==> src/pdz_pkg.sv <==
package pdz_pkg;

  localparam int NUM_CH = 6;

  // Rates in MHz; the pulse clock is a fractional enable derived from the system clock
  localparam int FSYS_MHZ  = 20;
  localparam int FAST_INTERNAL_OSC_MHZ  = 16;
  localparam int FIRC2_MHZ = 2 * FAST_INTERNAL_OSC_MHZ;
  localparam logic [5:0] STEP_SYS   = 6'(FSYS_MHZ);
  localparam logic [5:0] STEP_FAST_INTERNAL_OSC  = 6'(FAST_INTERNAL_OSC_MHZ < FSYS_MHZ ? FAST_INTERNAL_OSC_MHZ : FSYS_MHZ);
  localparam logic [5:0] STEP_FIRC2 = 6'(FIRC2_MHZ < FSYS_MHZ ? FIRC2_MHZ : FSYS_MHZ);
  localparam logic [5:0] STEP_MOD   = 6'(FSYS_MHZ);

  // Register indices; byte address is four times the index
  localparam logic [7:0] IDX_FLAG     = 8'h0E;
  localparam logic [7:0] IDX_CTL      = 8'h89;
  localparam logic [7:0] IDX_CKSEL    = 8'h91;
  localparam logic [7:0] IDX_PRD_HIGH = 8'h92;
  localparam logic [7:0] IDX_PRD_LOW  = 8'h93;
  localparam logic [7:0] IDX_DUTY0_HI = 8'h94;
  localparam logic [7:0] IDX_PINSEL   = 8'hA0;

  // Field positions
  localparam int CTL_EN_BIT   = 7;
  localparam int CTL_MODE_LSB = 4;
  localparam int CTL_DZ_LSB   = 0;
  localparam int CKS_LSB      = 4;
  localparam int FLAG_BIT     = 1;

  // Reset values
  localparam logic [15:0] PRD_RESET  = 16'hFFFF;
  localparam logic [15:0] DUTY_RESET = 16'h8000;
  localparam logic [7:0]  BYTE_RESET = 8'h00;

  typedef enum logic [1:0] {
    CKS_SYS0  = 2'b00,
    CKS_SYS1  = 2'b01,
    CKS_FAST_INTERNAL_OSC  = 2'b10,
    CKS_FIRC2 = 2'b11
  } pdz_cks_t;

  typedef enum logic [1:0] {
    MODE0 = 2'b00,
    MODE1 = 2'b01,
    MODE2 = 2'b10,
    MODE3 = 2'b11
  } pdz_mode_t;

  typedef struct packed {
    logic      en;
    pdz_mode_t mode;
    logic [3:0] dz;
  } pdz_ctl_t;

endpackage : pdz_pkg

==> src/pdz_top.sv <==
// Implementation choices: the register offsets and the Wishbone register port.
`timescale 1ns/1ps
// How it works
// - Six channels, own duty, shared period counter
// - Duty compare covers all 65536 levels
// - Pulse clock: system, oscillator, doubled oscillator capped at system clock rate
// - High bytes direct, low bytes via buffer
// - Buffer transfers only on high-byte access
// - Enable low clears and stops all channels
// - Output drops when counter equals duty
// - High-byte write updates value immediately
// - One shared flag set each period end
// - Only channel 0 has pair and dead-zone
// - Channel 0 has four modes, mode 0 reset
// - Non-overlap 0 to 15 pulse clocks
// - Pin shows channel only when selected
// - Frequency clock/(period+1), duty fraction duty/(period+1)
// - Writing FDh to flag register clears flag
// - Mode field binary 00 to 11
module pdz_top (
  input  wire logic        CLOCK,
  input  wire logic        SYS_RST,
  input  wire logic        WB_CYC_I,
  input  wire logic        WB_STB_I,
  input  wire logic        WB_WE_I,
  input  wire logic [9:0]  WB_ADR_I,
  input  wire logic [3:0]  WB_SEL_I,
  input  wire logic [31:0] WB_DAT_I,
  output logic      [31:0] WB_DAT_O,
  output logic             WB_ACK_O,
  output logic             CH0_POSITIVE_OUT,
  output logic             CH0_NEGATIVE_OUT,
  output logic      [4:0]  SINGLE_CHANNEL_OUT,
  output logic      [6:0]  PIN_OE,
  output logic             PERIOD_END_FLAG
);

  localparam int N = pdz_pkg::NUM_CH;

  function automatic logic idx_hit(input logic [7:0] a, input logic [7:0] i);
    return a == i;
  endfunction : idx_hit

  // Bus decode
  logic              ack_q;
  logic [31:0]       rdata_q;
  wire  [7:0]        idx      = WB_ADR_I[9:2];
  wire               req      = WB_CYC_I & WB_STB_I & ~ack_q;
  wire               wr       = req & WB_WE_I & WB_SEL_I[0];
  wire               rd       = req & ~WB_WE_I;
  wire  [7:0]        wbyte    = WB_DAT_I[7:0];
  wire               hit_flag = idx_hit(idx, pdz_pkg::IDX_FLAG);
  wire               hit_ctl  = idx_hit(idx, pdz_pkg::IDX_CTL);
  wire               hit_cks  = idx_hit(idx, pdz_pkg::IDX_CKSEL);
  wire               hit_ph   = idx_hit(idx, pdz_pkg::IDX_PRD_HIGH);
  wire               hit_pl   = idx_hit(idx, pdz_pkg::IDX_PRD_LOW);
  wire               hit_pin  = idx_hit(idx, pdz_pkg::IDX_PINSEL);
  logic [N-1:0]      hit_dh;
  logic [N-1:0]      hit_dl;

  genvar g;
  generate
    for (g = 0; g < N; g++) begin : g_dec
      assign hit_dh[g] = idx_hit(idx, 8'(pdz_pkg::IDX_DUTY0_HI + 2 * g));
      assign hit_dl[g] = idx_hit(idx, 8'(pdz_pkg::IDX_DUTY0_HI + 2 * g + 1));
    end
  endgenerate

  wire any_low_wr  = wr & (hit_pl | (|hit_dl));

  // Registers
  pdz_pkg::pdz_ctl_t ctl_q;
  pdz_pkg::pdz_cks_t cks_q;
  logic [15:0]       prd_q;
  logic [15:0]       duty_q [N];
  logic [7:0]        hold_q;
  logic [6:0]        pinsel_q;
  logic              flag_q;
  logic [15:0]       cnt_q;
  logic [5:0]        acc_q;
  logic [N-1:0]      raw;
  logic              ch0_pos;
  logic              ch0_neg;

  // Control byte and pin selection
  always_ff @(posedge CLOCK or posedge SYS_RST) begin
    if (SYS_RST) begin
      ctl_q    <= '0;
      cks_q    <= pdz_pkg::CKS_SYS0;
      pinsel_q <= 7'h00;
    end else begin
      if (wr && hit_ctl) begin
        ctl_q.en   <= wbyte[pdz_pkg::CTL_EN_BIT];
        ctl_q.mode <= pdz_pkg::pdz_mode_t'(wbyte[pdz_pkg::CTL_MODE_LSB +: 2]);
        ctl_q.dz   <= wbyte[pdz_pkg::CTL_DZ_LSB +: 4];
      end
      if (wr && hit_cks)
        cks_q <= pdz_pkg::pdz_cks_t'(wbyte[pdz_pkg::CKS_LSB +: 2]);
      if (wr && hit_pin)
        pinsel_q <= wbyte[6:0];
    end
  end

  // Shared low-byte holding buffer
  logic [7:0] hold_d;
  always_comb begin
    hold_d = hold_q;
    if (any_low_wr)
      hold_d = wbyte;
    else if (rd && hit_ph)
      hold_d = prd_q[7:0];
    for (int i = 0; i < N; i++) begin
      if (rd && hit_dh[i])
        hold_d = duty_lo_b[i];
    end
  end

  // Byte views of each duty value for read-back and buffer loading
  logic [7:0] duty_hi_b [N];
  logic [7:0] duty_lo_b [N];
  generate
    for (g = 0; g < N; g++) begin : g_rb
      assign duty_hi_b[g] = duty_q[g][15:8];
      assign duty_lo_b[g] = duty_q[g][7:0];
    end
  endgenerate

  always_ff @(posedge CLOCK or posedge SYS_RST) begin
    if (SYS_RST)
      hold_q <= pdz_pkg::BYTE_RESET;
    else
      hold_q <= hold_d;
  end

  // A high-byte write loads the full value at once
  always_ff @(posedge CLOCK or posedge SYS_RST) begin
    if (SYS_RST) begin
      prd_q <= pdz_pkg::PRD_RESET;
      for (int i = 0; i < N; i++)
        duty_q[i] <= pdz_pkg::DUTY_RESET;
    end else begin
      if (wr && hit_ph)
        prd_q <= {wbyte, hold_q};
      for (int i = 0; i < N; i++) begin
        if (wr && hit_dh[i])
          duty_q[i] <= {wbyte, hold_q};
      end
    end
  end

  // Pulse clock enable: fractional accumulator over the system clock
  logic [5:0] step;
  always_comb begin
    unique case (cks_q)
      pdz_pkg::CKS_SYS0,
      pdz_pkg::CKS_SYS1:  step = pdz_pkg::STEP_SYS;
      pdz_pkg::CKS_FAST_INTERNAL_OSC:  step = pdz_pkg::STEP_FAST_INTERNAL_OSC;
      pdz_pkg::CKS_FIRC2: step = pdz_pkg::STEP_FIRC2;
    endcase
  end

  wire [5:0] acc_sum = acc_q + step;
  wire       tick    = acc_sum >= pdz_pkg::STEP_MOD;
  wire [5:0] acc_d   = tick ? acc_sum - pdz_pkg::STEP_MOD : acc_sum;

  always_ff @(posedge CLOCK or posedge SYS_RST) begin
    if (SYS_RST)
      acc_q <= 6'h00;
    else
      acc_q <= acc_d;
  end

  // Base counter runs 0..period; a period shortened below the count also wraps
  wire        wrap  = ctl_q.en & tick & (cnt_q >= prd_q);
  logic [15:0] cnt_d;
  always_comb begin
    cnt_d = cnt_q;
    if (!ctl_q.en)
      cnt_d = 16'h0000;
    else if (wrap)
      cnt_d = 16'h0000;
    else if (tick)
      cnt_d = cnt_q + 16'h0001;
  end

  always_ff @(posedge CLOCK or posedge SYS_RST) begin
    if (SYS_RST)
      cnt_q <= 16'h0000;
    else
      cnt_q <= cnt_d;
  end

  // Period-end flag; a wrap in the same cycle as a clear keeps it set
  wire flag_clr = wr & hit_flag & ~wbyte[pdz_pkg::FLAG_BIT];
  logic flag_d;
  always_comb begin
    flag_d = flag_q;
    if (wrap)
      flag_d = 1'b1;
    else if (flag_clr)
      flag_d = 1'b0;
  end

  always_ff @(posedge CLOCK or posedge SYS_RST) begin
    if (SYS_RST)
      flag_q <= 1'b0;
    else
      flag_q <= flag_d;
  end

  // High from rollover until count equals duty; duty zero stays low
  generate
    for (g = 0; g < N; g++) begin : g_cmp
      assign raw[g] = ctl_q.en & (cnt_q < duty_q[g]);
    end
  endgenerate

  pdz_dead_zone u_dz (
    .clk    (CLOCK),
    .rst    (SYS_RST),
    .tick   (tick),
    .enable (ctl_q.en),
    .raw    (raw[0]),
    .dz     (ctl_q.dz),
    .mode   (ctl_q.mode),
    .pos    (ch0_pos),
    .neg    (ch0_neg)
  );

  // Read-back images of the small registers
  wire [7:0] flag_byte = {6'h00, flag_q, 1'b0};
  wire [7:0] ctl_byte  = {ctl_q.en, 1'b0, ctl_q.mode, ctl_q.dz};
  wire [7:0] cks_byte  = {2'b00, cks_q, 4'h0};
  wire [7:0] pin_byte  = {1'b0, pinsel_q};

  // Read data
  logic [7:0] rbyte;
  always_comb begin
    rbyte = 8'h00;
    if (hit_flag)
      rbyte = flag_byte;
    else if (hit_ctl)
      rbyte = ctl_byte;
    else if (hit_cks)
      rbyte = cks_byte;
    else if (hit_pin)
      rbyte = pin_byte;
    else if (hit_ph)
      rbyte = prd_q[15:8];
    else if (hit_pl)
      rbyte = hold_q;
    for (int i = 0; i < N; i++) begin
      if (hit_dh[i])
        rbyte = duty_hi_b[i];
      else if (hit_dl[i])
        rbyte = hold_q;
    end
  end

  always_ff @(posedge CLOCK or posedge SYS_RST) begin
    if (SYS_RST) begin
      ack_q   <= 1'b0;
      rdata_q <= 32'h0000_0000;
    end else begin
      ack_q   <= req;
      rdata_q <= rd ? {24'h000000, rbyte} : 32'h0000_0000;
    end
  end

  // Pin stage: channel function reaches a pin only when selected
  logic [6:0] pins_q;
  logic [6:0] pins_d;
  logic [6:0] pin_src;
  assign pin_src = {raw[5:1], ch0_neg, ch0_pos};

  generate
    for (g = 0; g < 7; g++) begin : g_pin
      assign pins_d[g] = pinsel_q[g] & pin_src[g];
    end
  endgenerate

  always_ff @(posedge CLOCK or posedge SYS_RST) begin
    if (SYS_RST) begin
      pins_q <= 7'h00;
      PIN_OE <= 7'h00;
    end else begin
      pins_q <= pins_d;
      PIN_OE <= pinsel_q;
    end
  end

  assign WB_ACK_O           = ack_q;
  assign WB_DAT_O           = rdata_q;
  assign CH0_POSITIVE_OUT   = pins_q[0];
  assign CH0_NEGATIVE_OUT   = pins_q[1];
  assign SINGLE_CHANNEL_OUT = pins_q[6:2];
  assign PERIOD_END_FLAG    = flag_q;

endmodule : pdz_top

==> src/pdz_dead_zone.sv <==
`timescale 1ns/1ps
module pdz_dead_zone (
  input  wire logic            clk,
  input  wire logic            rst,
  input  wire logic            tick,
  input  wire logic            enable,
  input  wire logic            raw,
  input  wire logic [3:0]      dz,
  input  wire pdz_pkg::pdz_mode_t mode,
  output logic                 pos,
  output logic                 neg
);

  logic       last_q;
  logic [3:0] dcnt_q;
  wire        changed = raw != last_q;
  wire        settled = dcnt_q >= dz;
  wire        p_act   = enable & last_q & settled;
  wire        n_act   = enable & ~last_q & settled;

  // Each level change restarts the non-overlap count in pulse clocks
  always_ff @(posedge clk or posedge rst) begin
    if (rst) begin
      last_q <= 1'b0;
      dcnt_q <= 4'h0;
    end else if (changed) begin
      last_q <= raw;
      dcnt_q <= 4'h0;
    end else if (tick && !settled) begin
      dcnt_q <= dcnt_q + 4'h1;
    end
  end

  // In mode 0 rising edges of both phases wait for the interval; modes 1 to 3 invert one or both
  always_comb begin
    pos = 1'b0;
    neg = 1'b0;
    if (enable) begin
      unique case (mode)
        pdz_pkg::MODE0: begin
          pos = p_act;
          neg = n_act;
        end
        pdz_pkg::MODE1: begin
          pos = ~p_act;
          neg = ~n_act;
        end
        pdz_pkg::MODE2: begin
          pos = p_act;
          neg = ~n_act;
        end
        pdz_pkg::MODE3: begin
          pos = ~p_act;
          neg = n_act;
        end
      endcase
    end
  end

endmodule : pdz_dead_zone

==> config.mk <==
export PLATFORM = sky130hd
export DESIGN_NAME = pdz_top
export DESIGN_NICKNAME = d
export VERILOG_FILES = /design/src/pdz_pkg.sv /design/src/pdz_top.sv /design/src/pdz_dead_zone.sv
export SDC_FILE = /design/constraint.sdc
export NUM_CORES = 1
export LEC_CHECK = 0
export BUFFER_PORTS_ARGS = -buffer_cell sky130_fd_sc_hd__buf_2
export CAP_MARGIN = 10
export CORE_ASPECT_RATIO = 1.75
export CORE_MARGIN = 2
export CORE_UTILIZATION = 40
export CTS_BUF_LIST = sky130_fd_sc_hd__clkbuf_4
export CTS_CLUSTER_DIAMETER = 30
export DETAILED_ROUTE_END_ITERATION = 6
export GPL_TIMING_DRIVEN = 1
export PLACE_DENSITY = 0.65
export SLEW_MARGIN = 15
export SYNTH_ARGS = -nofsm -noshare
export SYNTH_HDL_FRONTEND = slang
export SYNTH_SLANG_ARGS = --single-unit
==> constraint.sdc <==
create_clock -name CLOCK -period 11.15 [get_ports CLOCK]
set_clock_uncertainty 0.2 [all_clocks]
set_input_delay 0.5575 -clock CLOCK [delete_from_list [all_inputs] [get_ports CLOCK]]
set_output_delay 0.5575 -clock CLOCK [all_outputs]
set_load 0.01 [all_outputs]
## After elaboration in Yosys (flattened, before gate mapping)

Cells that the tools add are included.

| storage, ports and cells | value |
|---|---|
| flip-flop bits (word level) | 187 |

| cells by class | value |
|---|---|
| reduce and logical (&&, ||, !) cells | 30 |
| magnitude comparators | 9 |
| bitwise operators | 34 |
| mux-type cells | 40 |
| add/sub/neg operators | 4 |
| equality and inequality tests | 26 |

Operators with widths:

| cell | count |
|---|---|
| two-way mux 8 bit | 27 |
| equality test 8 bit, second input constant | 17 |
| < comparator 16 bit | 6 |
| two-way mux 16 bit | 3 |
| bitwise AND 1 bit | 27 |
| logical AND 1 bit | 18 |
| adder 16 x 1 -> 16 bit, second input constant | 1 |
| >= comparator 16 bit | 1 |
| one-hot mux 6 bit (2 select lines) | 1 |
| equality test 2 bit, second input constant | 4 |
| equality test 8 x 4 -> 1 bit, second input constant | 1 |
| two-way mux 4 bit | 2 |
| nonzero test 8 bit | 1 |
| OR reduction 2 bit | 4 |
| adder 6 bit | 1 |
| >= comparator 6 x 5 -> 1 bit, second input constant | 1 |
| two-way mux 6 bit | 1 |
| inverter 1 bit | 6 |
| OR reduction 6 bit | 1 |
| subtractor 6 x 5 -> 6 bit, second input constant | 1 |
| adder 4 x 1 -> 4 bit, second input constant | 1 |
| equality test 2 x 1 -> 1 bit, second input constant | 2 |
| >= comparator 4 bit | 1 |
| logical NOT 2 bit | 2 |
| 8 further kinds | 13 |

## Depth between registers and ports, before layout

| depth | value |
|---|---|
| word-level depth | 20 |
| depth in mapped cells | 11 |
| gate-level depth less buffers | 10 |

## Cells and area by module

Synthesis repeated with hierarchy kept, for this count alone.

| second synthesis, totals | value |
|---|---|
| cell total of the unflattened synthesis | 1,211 |
| area, all modules | 11,994.0 µm² |

By module, submodules not included:

| module | area each (µm²) | cells an instance | seq. area each (µm²) | instances |
|---|---|---|---|---|
| pdz_top | 11,586.1 | 1,167 | 4,531.8 | 1 |
| pdz_dead_zone | 407.9 | 44 | 125.1 | 1 |

## Least setup slack after synthesis

OpenSTA, ideal clock, no wires.

| path | value |
|---|---|
| kind | register -> register |
| from | register prd_q[5] |
| to | register cnt_q[12] |
| setup slack | 8,411 ps |
| period minus slack after synthesis | 2,739 ps |
| cell stages (with the launch flop) | 9 |
| arrival | 2,469 ps |
| library setup time | 69 ps |
| cells stage by stage | dfstp_2 inv_1 ha_1 a2111o_1 a31oi_1 o21ai_1 a2111o_1 or4_1 nand3_1 |

| on the way | value |
|---|---|
| cells in the longest elaborated chain, start to end | 4 |
| elaborated cells on any way between the ends | 5 |
| classes of those cells | order compare (1); eq/ne (1); mux (2); bitwise (1) |

Ends and longest elaborated chain:

| item | RTL line | source |
|---|---|---|
| from (decl) | pdz_top.sv:74 | `logic [15:0] prd_q;` |
| from (signal assigned) | pdz_top.sv:138 | `prd_q <= pdz_pkg::PRD_RESET;` |
| from (signal assigned) | pdz_top.sv:143 | `prd_q <= {wbyte, hold_q};` |
| >= comparator 16 bit * | pdz_top.sv:174 | `wire wrap = ctl_q.en & tick & (cnt_q >= prd_q);` |
| bitwise AND 1 bit * | pdz_top.sv:174 |  |
| two-way mux 16 bit | pdz_top.sv:180 | `else if (wrap)` |
| two-way mux 16 bit | pdz_top.sv:178 | `if (!ctl_q.en)` |
| to (signal assigned) | pdz_top.sv:190 | `cnt_q <= cnt_d;` |
| to (decl) | pdz_top.sv:79 | `logic [15:0] cnt_q;` |

Every way passes the cells marked *; elsewhere a longest branch is shown, timed or not.
A chain may end at the register's enable or synchronous reset.

## Worst setup path after layout

| path | value |
|---|---|
| from | register cnt_q[5] |
| to | register cnt_q[0] |

| on the way | value |
|---|---|
| cells in the longest elaborated chain, start to end | 4 |
| elaborated cells on any way between the ends | 5 |
| classes of those cells | order compare (1); eq/ne (1); mux (2); bitwise (1) |

Ends and longest elaborated chain:

| item | RTL line |
|---|---|
| >= comparator 16 bit * | pdz_top.sv:174 |
| bitwise AND 1 bit * | pdz_top.sv:174 |
| two-way mux 16 bit | pdz_top.sv:180 |
| two-way mux 16 bit | pdz_top.sv:178 |

Marked as above.

==> flow_summary.json <==
{
  "vdd_drop_max_uv": 65.1,
  "nFillCells": 2870,
  "worstPathMaxFanout": 13,
  "area_growth_pct": 7.05,
  "period_minus_slack_ns": 3.64,
  "post-dp-hpwl_um": 28000,
  "worstPathCellList": "ha_1, a2111o_1, a31oi_1, o21ai_1, a2111o_1, nor2_1, mux2_2",
  "cp_num_buf_inv": 0,
  "end_kind": "flop",
  "grt_pass1_wl_um": 56600,
  "slew_headroom_pct": 13.9,
  "vias": 9661,
  "die_x_um": 134,
  "async_reset_ff_share_pct": 100,
  "insertion_delay_ns": 0.67,
  "vias_per_cell": 5.93,
  "p_switching_w": 0.000443,
  "drc": 0,
  "die_area_mm2": 0.0312,
  "drive_gt1_share_pct": 19.8,
  "register_area_mm2": 0.00466,
  "finalSetupViolCount": 0,
  "finalCritPeriodShare_pct": 32.7,
  "globalRouteTotalUtil_pct": 24.7,
  "antenna_found_initial": 1,
  "nNetsFinal": 1401,
  "arrival_ns": 4.04,
  "slowest_delay_ns": 0.77,
  "h-tree-depth": 4,
  "io_pins": 99,
  "rsz0062_at_grt": "no",
  "final_antenna_net_count": 0,
  "switching_share_pct": 31.7,
  "crit_path_frequent_cell": "a2111o_1",
  "first_pass_iters": 5,
  "synth-edff-count": 0,
  "dieHeight_um": 232,
  "clk_path_buf_depth": 2,
  "ys_seq_area_share_pct": 39.1,
  "wl_um": 37700,
  "post_cts_resized": 0,
  "gp_congestion": 0.996,
  "power.internal_w": 0.000954,
  "drtIter0Drc": 931,
  "fin_hold_ws_ns": 0.126,
  "multi_input_area_mm2": 0.00649,
  "grt_max_degree": 109,
  "crit_path_start_kind": "flop",
  "crit_family": "compound AO/OA/AOI/OAI gates",
  "syn_avg_cell_area_um2": 9.87,
  "tns_ns": 0,
  "start_util_pct": 40.7,
  "ys_ff_latch": 185,
  "slowest_stage": "dfrtp_1",
  "power_density_mw_per_mm2": 110,
  "hold_viol": 0,
  "grt_pass1_vias": 9488,
  "grt_overflow": 0,
  "clkSinkCount": 185,
  "worst_ep_required_time_ns": 11.55,
  "sequentialPowerShare_pct": 52.3,
  "critPathKind": "reg -> reg",
  "p_comb_share_pct": 16.7,
  "synth_area_leader_cell": "dfrtp_1",
  "yosysWarningCount": 0,
  "power.leakage_nw": 5.96,
  "rows": 83,
  "core_mm2": 0.0293,
  "status": "finished clean",
  "fmax_mhz": 274,
  "drv_cap": 0,
  "cts_buffers": 17,
  "ys.flop_type": "dfrtp_1",
  "yosysTopAreaCellShare_pct": 34.3,
  "synthTopCellsByArea": "dfrtp_1, ha_1, mux2_2",
  "tightest_slew_ns": 1.26,
  "post_drt_wl_per_cell_um": 23.2,
  "cts-root-buf": "clkbuf_4",
  "clk_transition_reported_paths_ns": 0.16,
  "hp-class": "in -> reg",
  "cts_tree": "done",
  "clkPwrFrac_pct": 31.0,
  "synth_cells": 1206,
  "port_buffers": 45,
  "slew_violations": 0,
  "ys_types": 68,
  "syn_area_mm2": 0.0119
}
==> synthesized netlist by cell type (11+ instances only) <==
cell / count
a21o_1: 13
nor3_1: 18
nor2b_1: 13
mux2i_1: 14
inv_1: 127
a211oi_1: 14
dfrtp_1: 163
mux2_2: 123
nand3_1: 26
nand2b_1: 18
ha_1: 118
nand2_1: 84
a21oi_1: 68
buf_4: 25
o21ai_0: 76
o31ai_1: 11
a31oi_1: 12
a2111oi_0: 11
nor2_1: 43
clkbuf_1: 33
a22o_1: 23
dfstp_2: 22
==> metal layers <==
layer,global-route usage [%],wire (um)
met3,4.39,1880
met1,24.7,12900
met4,21.1,3620
met5,0,0
met2,43.7,19300
==> cells by family (layout without fill, tap and decap cells) <==
family                   after synthesis  count (layout)  synth area share, %
XOR/XNOR                              10              10                0.736
adder cells (fa/ha/maj)              118             118                 12.4
other                                  1              25               0.0315
AO/OA/AOI/OAI                        307             307                 17.2
multiplexers                         137             137                 12.8
flip-flops                           185             185                 39.1
buffers and inverters                199             215                 7.14
AND/OR/NAND/NOR                      249             249                 10.6
==> worst paths after layout <==
check | start | end | slack (ns) | cells after the start
worst max-delay path | cnt_q[5]$_DFFE_PP0P_ | cnt_q[0]$_DFFE_PP0P_ | 7.51 | 7
worst min-delay path | WB_STB_I | WB_ACK_O$_DFF_PP0_ | 0.13 | 3
worst max register to register | cnt_q[5]$_DFFE_PP0P_ | cnt_q[0]$_DFFE_PP0P_ | 7.51 | 7
worst min register to register | pinsel_q[3]$_DFFE_PP0P_ | PIN_OE[3]$_DFF_PP0_ | 0.28 | 0
max in group asynchronous | SYS_RST | duty_lo_b[19]$_DFFE_PP0P_ | 8.83 | 4
min in group asynchronous | SYS_RST | duty_hi_b[14]$_DFFE_PP0P_ | 0.36 | 3
==> state kept, by name, summed over array words and instances (netlist names), 2 cells and up <==
| name | cells |
|---|---|
| PIN_OE | 7 |
| WB_DAT_O | 8 |
| acc_q | 4 |
| cks_q | 2 |
| cnt_q | 16 |
| ctl_byte | 7 |
| duty_hi_b | 48 |
| duty_lo_b | 48 |
| hold_q | 8 |
| pins_q | 7 |
| pinsel_q | 7 |
| prd_q | 16 |
| u_dz.dcnt_q | 4 |
==> layout make-up <==
type | count | area share [%]
Tap cell | 382 | 3.75
Clock buffer | 17 | 1.00
Sequential cell | 185 | 36.5
Timing Repair Buffer | 56 | 2.43
Multi-Input combinational cell | 845 | 50.9
Inverter | 127 | 3.80
Antenna cell | 1 | 0.0196
Clock inverter | 15 | 1.55
==> tightest hold or removal path: cells and delay by family <==
| family | cells | cell delay [ns] |
|---|---|---|
| buf+inv | 2 | 0.17 |
| simple gates | 1 | 0.23 |
==> power groups by stage <==
stage	sequential, W	clock [W]	combinational [W]
finish	0.000731	0.000433	0.000233
global route	0.000732	0.000465	0.000260
CTS	0.000729	0.000445	0.000235
detailed placement	0.000742	0	0.000234
global placement	0.000741	0	0.000229
floorplan	0.000717	0	0.000180
==> metrics by stage <==
stage / cell area, um2 / util [%] / power [W] / instances / worst slack (ns)
finish: 12700 / 43.5 / 0.00140 / 1628 / 7.51
floorplan: 12000 / - / 0.000897 / 1229 / 5.40
global route: 12700 / 43.5 / 0.00146 / 1628 / 7.26
global placement: 12400 / 42.4 / 0.000971 / 1594 / 7.44
detailed placement: 12400 / 42.4 / 0.000975 / 1594 / 7.48
CTS: 12700 / 43.5 / 0.00141 / 1627 / 7.50
==> layout by cell type (no fill, tap or decap), types with 4 or more instances in the layout <==
cell / n
dfrtp_1: 163
inv_1: 126
mux2_2: 123
ha_1: 118
nand2_1: 84
o21ai_0: 76
a21oi_1: 68
buf_2: 45
nor2_1: 42
nand3_1: 26
conb_1: 24
a22o_1: 23
dfstp_2: 22
nand2b_1: 18
nor3_1: 18
clkbuf_4: 17
mux2i_1: 14
a211oi_1: 14
a21o_1: 13
nor2b_1: 13
a31oi_1: 12
a2111oi_0: 11
o31ai_1: 11
buf_4: 10
and3_1: 9
o221ai_1: 9
nand4_1: 8
o211ai_1: 7
xnor2_1: 7
a2bb2oi_1: 7
a22oi_1: 6
a221oi_1: 6
o21a_1: 5
o22ai_1: 5
o2bb2ai_1: 5
nor4_1: 5
a221o_1: 4
bufinv_16: 4
==> timing repair <==
item / in CTS / in global routing
buffers inserted: 0 / 0
hold endpoints to repair: 103 / 0
hold buffers: 1 / 0
(Power assumes the default switching activity.)
